### src/verilog/reset_cause_defines.vh
// offsets, field positions, reset values and encodings for the reset cause block
`ifndef RESET_CAUSE_DEFINES_VH
`define RESET_CAUSE_DEFINES_VH

`define ADDR_W 12
`define OFF_RESET_CAUSE 12'hFF0
`define OFF_IRQ_STATUS 12'hFF4
`define OFF_IRQ_MASK 12'hFF8

`define BIT_POWER_ON 7
`define BIT_LOW_POWER 6
`define BIT_WATCHDOG 5
`define BIT_PIN_RESET 4

`define EVT_POWER_ON 0
`define EVT_PIN_RESET 1
`define EVT_WDT_RUN 2
`define EVT_DEBUGGER 3
`define EVT_DEBUG_PIN 4
`define EVT_GPIO_WAKE 5
`define EVT_WDT_WAKE 6
`define EVT_N 7

`define IRQ_RESET_VAL 8'h00
`define MASK_RESET_VAL 8'h00
`define CAUSE_POR_VAL 8'h80
`define FLAG_MASK 8'hF0

`endif

### src/verilog/event_pulse.v
// turns a synchronised level into a one-cycle rising-edge pulse
module event_pulse (
  input wire ref_clk,
  input wire resetn,
  input wire level,
  output wire pulse
);
  reg last;

  always @(posedge ref_clk or negedge resetn) begin
    if (!resetn) begin
      last <= 1'b0;
    end else begin
      last <= level;
    end
  end

  assign pulse = level & ~last;
endmodule

### src/verilog/reset_cause_status.v
// reset cause status register with event inputs, register port and interrupt
`include "reset_cause_defines.vh"

////////////////////////////////////////////////////////////////
// Operation
// [RULE1] power-on reset sets power_on_flag.
// [RULE2] watchdog time-out or stop-mode recovery clears power_on_flag.
// [RULE3] reading the register clears power_on_flag.
// [RULE4] every stop-mode recovery sets low_power_recovery_flag.
// [RULE5] watchdog wake sets both flags; other wakes leave watchdog flag zero.
// [RULE6] power-on or running watchdog time-out clears low_power_recovery_flag.
// [RULE7] reading the register clears low_power_recovery_flag.
// [RULE8] any watchdog time-out sets watchdog_timeout_flag.
// [RULE9] power-on or input-pin wake clears watchdog_timeout_flag.
// [RULE10] reading the register clears watchdog_timeout_flag.
// [RULE11] software reads the register before clearing the watchdog interrupt.
// [RULE12] external reset pin assertion sets pin_reset_flag.
// [RULE13] power-on, input-pin wake or register read clears pin_reset_flag.
// [RULE14] bits three to zero read zero; software writes zeros there.
// [RULE15] debugger or debug_pin reset sets only power_on_flag.
// [RULE16] input-pin wake sets only low_power_recovery_flag.
// [RULE17] a setting event wins over a clearing read in one cycle.
// [RULE18] writes to the reset cause register are ignored.
module reset_cause_status (
  input wire ref_clk,
  input wire resetn,
  input wire [11:0] addr,
  input wire [7:0] wdata,
  input wire wr_en,
  input wire rd_en,
  output reg [7:0] rdata,
  input wire ev_power_on,
  input wire ev_pin_reset,
  input wire ev_wdt_run,
  input wire ev_debugger,
  input wire ev_debug_pin,
  input wire ev_gpio_wake,
  input wire ev_wdt_wake,
  output wire irq
);

  ////////////////////////////////////////////////////////////////
  // event inputs come from the reset and recovery logic, maybe other clocks

  wire [`EVT_N-1:0] ev_raw;
  wire [`EVT_N-1:0] ev_sync;
  wire [`EVT_N-1:0] ev;

  assign ev_raw = {ev_wdt_wake, ev_gpio_wake, ev_debug_pin, ev_debugger,
                   ev_wdt_run, ev_pin_reset, ev_power_on};

  genvar gi;
  generate
    for (gi = 0; gi < `EVT_N; gi = gi + 1) begin : g_evt
      sync2 u_sync (
        .ref_clk(ref_clk),
        .resetn(resetn),
        .d(ev_raw[gi]),
        .q(ev_sync[gi])
      );
      event_pulse u_pulse (
        .ref_clk(ref_clk),
        .resetn(resetn),
        .level(ev_sync[gi]),
        .pulse(ev[gi])
      );
    end
  endgenerate

  ////////////////////////////////////////////////////////////////
  // event classes; several sources share one row of the cause table

  wire por_hit;
  wire pin_hit;
  wire wdt_run_hit;
  wire wdt_wake_hit;
  wire gpio_hit;
  wire wdt_hit;
  wire stop_hit;
  wire any_set;

  // [RULE15] debugger and debug_pin act as power-on
  assign por_hit = ev[`EVT_POWER_ON] | ev[`EVT_DEBUGGER] | ev[`EVT_DEBUG_PIN];
  assign pin_hit = ev[`EVT_PIN_RESET];
  assign wdt_run_hit = ev[`EVT_WDT_RUN];
  assign wdt_wake_hit = ev[`EVT_WDT_WAKE];
  assign gpio_hit = ev[`EVT_GPIO_WAKE];
  assign wdt_hit = wdt_run_hit | wdt_wake_hit;
  assign stop_hit = gpio_hit | wdt_wake_hit;
  // any event rewrites the whole row, so all four flags drop first
  assign any_set = |ev;

  ////////////////////////////////////////////////////////////////
  // address decode

  wire sel_cause;
  wire sel_status;
  wire sel_mask;
  wire rd_cause;
  wire wr_status;
  wire wr_mask;

  assign sel_cause = (addr == `OFF_RESET_CAUSE);
  assign sel_status = (addr == `OFF_IRQ_STATUS);
  assign sel_mask = (addr == `OFF_IRQ_MASK);
  assign rd_cause = rd_en & sel_cause;
  assign wr_status = wr_en & sel_status;
  assign wr_mask = wr_en & sel_mask;

  ////////////////////////////////////////////////////////////////
  // flag update; events are applied after the read clear

  localparam [7:0] CAUSE_RST = `CAUSE_POR_VAL;

  reg power_on_flag;
  reg low_power_recovery_flag;
  reg watchdog_timeout_flag;
  reg pin_reset_flag;
  reg next_power_on_flag;
  reg next_low_power_recovery_flag;
  reg next_watchdog_timeout_flag;
  reg next_pin_reset_flag;

  // [RULE1] [RULE2] [RULE3] power-on flag
  always @* begin
    next_power_on_flag = power_on_flag;
    if (rd_cause) begin
      next_power_on_flag = 1'b0;
    end
    // [RULE17] set beats read, so no cause is lost
    if (any_set) begin
      next_power_on_flag = por_hit;
    end
  end

  // [RULE4] [RULE6] [RULE7] stop recovery flag
  always @* begin
    next_low_power_recovery_flag = low_power_recovery_flag;
    if (rd_cause) begin
      next_low_power_recovery_flag = 1'b0;
    end
    // [RULE16] any wake source
    if (any_set) begin
      next_low_power_recovery_flag = stop_hit;
    end
  end

  // [RULE8] [RULE9] [RULE10] watchdog flag
  always @* begin
    next_watchdog_timeout_flag = watchdog_timeout_flag;
    if (rd_cause) begin
      next_watchdog_timeout_flag = 1'b0;
    end
    // [RULE5] watchdog wake sets both flags
    if (any_set) begin
      next_watchdog_timeout_flag = wdt_hit;
    end
  end

  // [RULE12] [RULE13] pin reset flag
  always @* begin
    next_pin_reset_flag = pin_reset_flag;
    if (rd_cause) begin
      next_pin_reset_flag = 1'b0;
    end
    if (any_set) begin
      next_pin_reset_flag = pin_hit;
    end
  end

  // releasing resetn counts as a power-on reset
  always @(posedge ref_clk or negedge resetn) begin
    if (!resetn) begin
      power_on_flag <= CAUSE_RST[`BIT_POWER_ON];
    end else begin
      power_on_flag <= next_power_on_flag;
    end
  end

  always @(posedge ref_clk or negedge resetn) begin
    if (!resetn) begin
      low_power_recovery_flag <= CAUSE_RST[`BIT_LOW_POWER];
    end else begin
      low_power_recovery_flag <= next_low_power_recovery_flag;
    end
  end

  always @(posedge ref_clk or negedge resetn) begin
    if (!resetn) begin
      watchdog_timeout_flag <= CAUSE_RST[`BIT_WATCHDOG];
    end else begin
      watchdog_timeout_flag <= next_watchdog_timeout_flag;
    end
  end

  always @(posedge ref_clk or negedge resetn) begin
    if (!resetn) begin
      pin_reset_flag <= CAUSE_RST[`BIT_PIN_RESET];
    end else begin
      pin_reset_flag <= next_pin_reset_flag;
    end
  end

  reg [7:0] cause_value;
  // [RULE14] reserved reads zero
  always @* begin
    cause_value = 8'h00;
    cause_value[`BIT_POWER_ON] = power_on_flag;
    cause_value[`BIT_LOW_POWER] = low_power_recovery_flag;
    cause_value[`BIT_WATCHDOG] = watchdog_timeout_flag;
    cause_value[`BIT_PIN_RESET] = pin_reset_flag;
  end

  ////////////////////////////////////////////////////////////////
  // interrupt status and mask, same layout as the cause register

  reg [7:0] irq_status;
  reg [7:0] irq_mask;
  reg [7:0] next_irq_status;
  reg [7:0] next_irq_mask;
  reg [7:0] new_flags;
  wire [7:0] set_bits;

  // next flag values in the cause layout
  always @* begin
    new_flags = 8'h00;
    new_flags[`BIT_POWER_ON] = next_power_on_flag;
    new_flags[`BIT_LOW_POWER] = next_low_power_recovery_flag;
    new_flags[`BIT_WATCHDOG] = next_watchdog_timeout_flag;
    new_flags[`BIT_PIN_RESET] = next_pin_reset_flag;
  end

  // a flag rising is the event reported; a flag already up reports nothing
  assign set_bits = new_flags & ~cause_value;

  // set wins over a same-cycle write-one-to-clear
  always @* begin
    next_irq_status = irq_status;
    if (wr_status) begin
      next_irq_status = irq_status & ~wdata;
    end
    next_irq_status = (next_irq_status | set_bits) & `FLAG_MASK;
  end

  always @* begin
    next_irq_mask = irq_mask;
    if (wr_mask) begin
      next_irq_mask = wdata & `FLAG_MASK;
    end
  end

  always @(posedge ref_clk or negedge resetn) begin
    if (!resetn) begin
      irq_status <= `IRQ_RESET_VAL;
      irq_mask <= `MASK_RESET_VAL;
    end else begin
      irq_status <= next_irq_status;
      irq_mask <= next_irq_mask;
    end
  end

  assign irq = |(irq_status & irq_mask);

  ////////////////////////////////////////////////////////////////
  // read port; writes to the cause register fall through unused

  reg [7:0] next_rdata;

  // [RULE18] cause register not writable
  // data stand one cycle only, so idle cycles read back zero
  always @* begin
    next_rdata = 8'h00;
    if (rd_en) begin
      case (addr)
        `OFF_RESET_CAUSE: begin
          next_rdata = cause_value;
        end
        `OFF_IRQ_STATUS: begin
          next_rdata = irq_status;
        end
        `OFF_IRQ_MASK: begin
          next_rdata = irq_mask;
        end
        default: begin
          next_rdata = 8'h00;
        end
      endcase
    end
  end

  always @(posedge ref_clk or negedge resetn) begin
    if (!resetn) begin
      rdata <= 8'h00;
    end else begin
      rdata <= next_rdata;
    end
  end

endmodule

### src/verilog/sync2.v
// two-flop synchroniser for one level
module sync2 (
  input wire ref_clk,
  input wire resetn,
  input wire d,
  output reg q
);
  reg meta;

  always @(posedge ref_clk or negedge resetn) begin
    if (!resetn) begin
      meta <= 1'b0;
      q <= 1'b0;
    end else begin
      meta <= d;
      q <= meta;
    end
  end
endmodule
### config.mk
export PLATFORM = sky130hd
export DESIGN_NAME = reset_cause_status
export DESIGN_NICKNAME = d
export VERILOG_FILES = /design/src/verilog/event_pulse.v /design/src/verilog/reset_cause_status.v /design/src/verilog/sync2.v
export VERILOG_INCLUDE_DIRS = /design/src /design/src/verilog
export SDC_FILE = /design/constraint.sdc
export NUM_CORES = 1
export LEC_CHECK = 0
export BUFFER_PORTS_ARGS = -buffer_cell sky130_fd_sc_hd__buf_2
export CAP_MARGIN = 20
export CORE_MARGIN = 4
export CORE_UTILIZATION = 54
export DETAILED_ROUTE_END_ITERATION = 8
export HOLD_SLACK_MARGIN = 0.1
export PLACE_DENSITY = 0.8
export SYNTH_ARGS = -nofsm -noshare
export SYNTH_HDL_FRONTEND = slang
export SYNTH_SLANG_ARGS = --single-unit
### constraint.sdc
create_clock -name ref_clk -period 1.6 [get_ports ref_clk]
set_input_delay 0.16 -clock ref_clk [delete_from_list [all_inputs] [get_ports ref_clk]]
set_output_delay 0.16 -clock ref_clk [all_outputs]
set_load 0.03 [all_outputs]
==> results_dict.tcl <==
set metrics [dict create \
    cts_tree "yes" \
    dr.pass1.iters 4 \
    p_leak_nw 0.8647 \
    die_w_microns 59.85 \
    cts_buffers 5 \
    status "finished, final reports clean" \
    max_freq_ghz 0.7481 \
    wl_mm 2.397 \
    clock-sinks 37 \
    worst-path-buf-inv 1 \
    diodes 0 \
    hp-class "primary input to register" \
    setup_tns_ns 0 \
    syn_inst 109 \
    place.port_buffers 31 \
    via_count 947 \
    fill_cells 177 \
    grt_start_max_net_pins 38 \
    ys_seq_elements 37 \
    ys_seq_area_share_pct 63.88 \
    drv_slew 0 \
    cts_root_buffer "clkbuf_4" \
    cp.required_ns 1.44 \
    synth_area_sq_um 1451 \
    ant_nets 0 \
    die_area_sq_um 3581 \
    dieHeight_microns 59.85 \
    critPathTopFamily "flip-flops" \
    endpoint_kind "output pin" \
    path_cells "a22oi_1 -> nand2_1 -> buf_2" \
    final-setup-viol-count 0 \
    drive_gt1_share_pct 33.97 \
    ir_drop_mv 0.7878 \
    place.gp.congestion 0.7714 \
    drv_cap 0 \
    gr-usage-all-layers_pct 16.17 \
    placed_area_sq_um 1617 \
    clkPwrFrac_pct 29.4 \
    internal_power_mw 1.255 \
    finalNonFillerCells 186 \
    drt-initial-drc-count 16 \
    insertion_delay_ns 0.32 \
    yosysUniqueCellTypes 34 \
    rsz0062_at_grt "false" \
    place_inst 167 \
    path_clk_slew_ns 0.10 \
    vias_per_cell 5.091 \
    crit_fanout 3 \
    route.detailed.drc 0 \
    syn_area_per_cell_sq_um 13.32 \
    combPwrFrac_pct 9.9 \
    grt_pass1_vias 1026 \
    grt-ovfl-total 0 \
    swShare_pct 23.09 \
    dp_hpwl_mm 1.831 \
    period_share_pct 83.55 \
    hold_viol_final 0 \
    synthToLayoutAreaGrowth_pct 23.71 \
    worst_slew_pin_slew_ns 0.7545 \
    seq_power_share_pct 60.7 \
    crit_type "register to output pin" \
    relSlewSlack_pct 49.70 \
    final_core_util_pct 71.18 \
    grt_pass1_wl_mm 4.264 \
    critPathArrivalTime_ns 1.18 \
    wl_per_cell_microns 12.89 \
    start_util_pct 57.54 \
    rows 18 \
    stdcell_area_sq_um 1795 \
    ios 40 \
    power_switching_mw 0.3768 \
    finClkSkew_ns 0.006336 \
    antenna_found_initial 0 \
    clockBufferDepth 2 \
    fin_crit_ns 1.337 \
    hold_ws_ns 0.1953 \
    nets 187 \
    cp_slowest_cell "dfrtp_1" \
    crit_path_max_incr_delay_ns 0.41 \
    cp-start-kind "register" \
    h-tree-depth 2 \
    yosysWarnings 0 \
    power.density_nw_per_um2 908.8 \
    design.core.area_sq_um 2522 \
]
[tightest hold or removal path, stage by stage]
cell and delay (ns):
buf_2 0.12, nand3_1 0.14, nor2_1 0.07
[worst paths after layout]
check	startpoint	cells after the start	endpoint	slack, ns
setup / recovery	irq_status[5]	3	irq	0.26
min in group asynchronous	resetn	2	rdata[4]	0.43
hold / removal	rd_en	3	rdata[7]	0.20
setup reg to reg	g_evt[1].u_sync.q	4	watchdog_timeout_flag	0.42
hold reg to reg	g_evt[2].u_sync.meta	0	g_evt[2].u_sync.q	0.36
max in group asynchronous	resetn	2	g_evt[3].u_sync.meta	0.69
[routing by layer]
metal	share of wire, %	wire length [microns]	vias to the layer above	global-route usage (%)
met5	0	0	-	0
met4	2.0	47	0	6.646
met3	5.7	137	7	4.752
met2	53	1264	26	29.48
met1	40	948	447	17.14
li1	-	-	467	-
[registers in the layout, indices dropped and copies added (netlist names)]
register	cells
watchdog_timeout_flag	1
g_evt.u_sync.meta	7
g_evt.u_pulse.last	7
irq_status	4
power_on_flag	1
rdata	4
low_power_recovery_flag	1
pin_reset_flag	1
irq_mask	4
g_evt.u_sync.q	7
[cell usage in the layout (no fill, tap or decap), types with 2 or more instances in the layout]
master         instances
dfrtp_1               36
buf_2                 31
dlygate4sd3_1         12
nor2_1                10
nand2_1                7
a21oi_1                5
clkbuf_4               5
mux2i_1                4
nand2b_1               4
inv_1                  4
mux2_4                 4
conb_1                 4
a31o_2                 3
nand3_1                2
nor2b_1                2
o2bb2ai_1              2
a22oi_1                2
[power groups by stage]
stage                     combinational, mW  clock (mW)  sequential (mW)
after floorplan                      0.0849           0             1.00
after global placement                0.136           0             1.01
after detailed placement              0.140           0             1.01
after CTS                             0.163       0.502            0.992
after global routing                  0.182       0.539            0.997
final                                 0.161       0.480            0.991
[cells in the mapped netlist (all sizes together)]
master	n	area share, %
dfrtp	36	62
nor2	10	2.6
nand2	7	1.8
a21oi	5	1.7
buf	5	2.4
inv	4	1.0
mux2	4	4.1
mux2i	4	2.8
nand2b	4	1.7
a31o	3	1.8
a22oi	2	1.0
nand3	2	0.69
nand4	2	2.3
nor2b	2	0.86
nor3	2	1.5
o2bb2ai	2	1.2
a21o	1	0.52
a22o	1	0.60
a31oi	1	0.43
a41o	1	0.69
and4b	1	0.95
clkbuf	1	0.26
conb	1	0.26
dfstp	1	1.8
nand3b	1	0.52
nor4	1	1.5
o21a	1	0.52
o21ai	1	0.34
o221a	1	0.78
o221ai	1	0.60
or2	1	0.60
[per-stage QoR]
stage                     power (mW)  setup slack (ns)
after CTS                      1.657            0.2501
after floorplan                1.089            0.2782
after detailed placement       1.150            0.1289
final                          1.632            0.2633
after global routing           1.718            0.2148
after global placement         1.144            0.1456
[logic make-up after synthesis]
kind of cell	synth area share, %
buffers and inverters	3.706
AO/OA/AOI/OAI	10.26
other	0.2584
AND/OR/NAND/NOR	15.00
flip-flops	63.88
multiplexers	6.897
[cell type report]
| class | count | area (sq um) | area share, % |
|---|---|---|---|
| clock inverter | 1 | 7.507 | 0.4181 |
| inverter | 4 | 15.01 | 0.8362 |
| sequential | 37 | 927.1 | 51.64 |
| multi-input combinational | 65 | 481.7 | 26.83 |
| timing repair buffer | 43 | 275.3 | 15.33 |
| clock buffer | 6 | 51.30 | 2.857 |
| tap | 30 | 37.54 | 2.091 |
[repair_timing]
action / 4_1_cts / 5_1_grt
hold buffers: 12 / 0
hold endpoints to repair: 49 / 0
setup buffers: 0 / 0
gates resized for setup: 0 / 0
(Power assumes the default switching activity.)
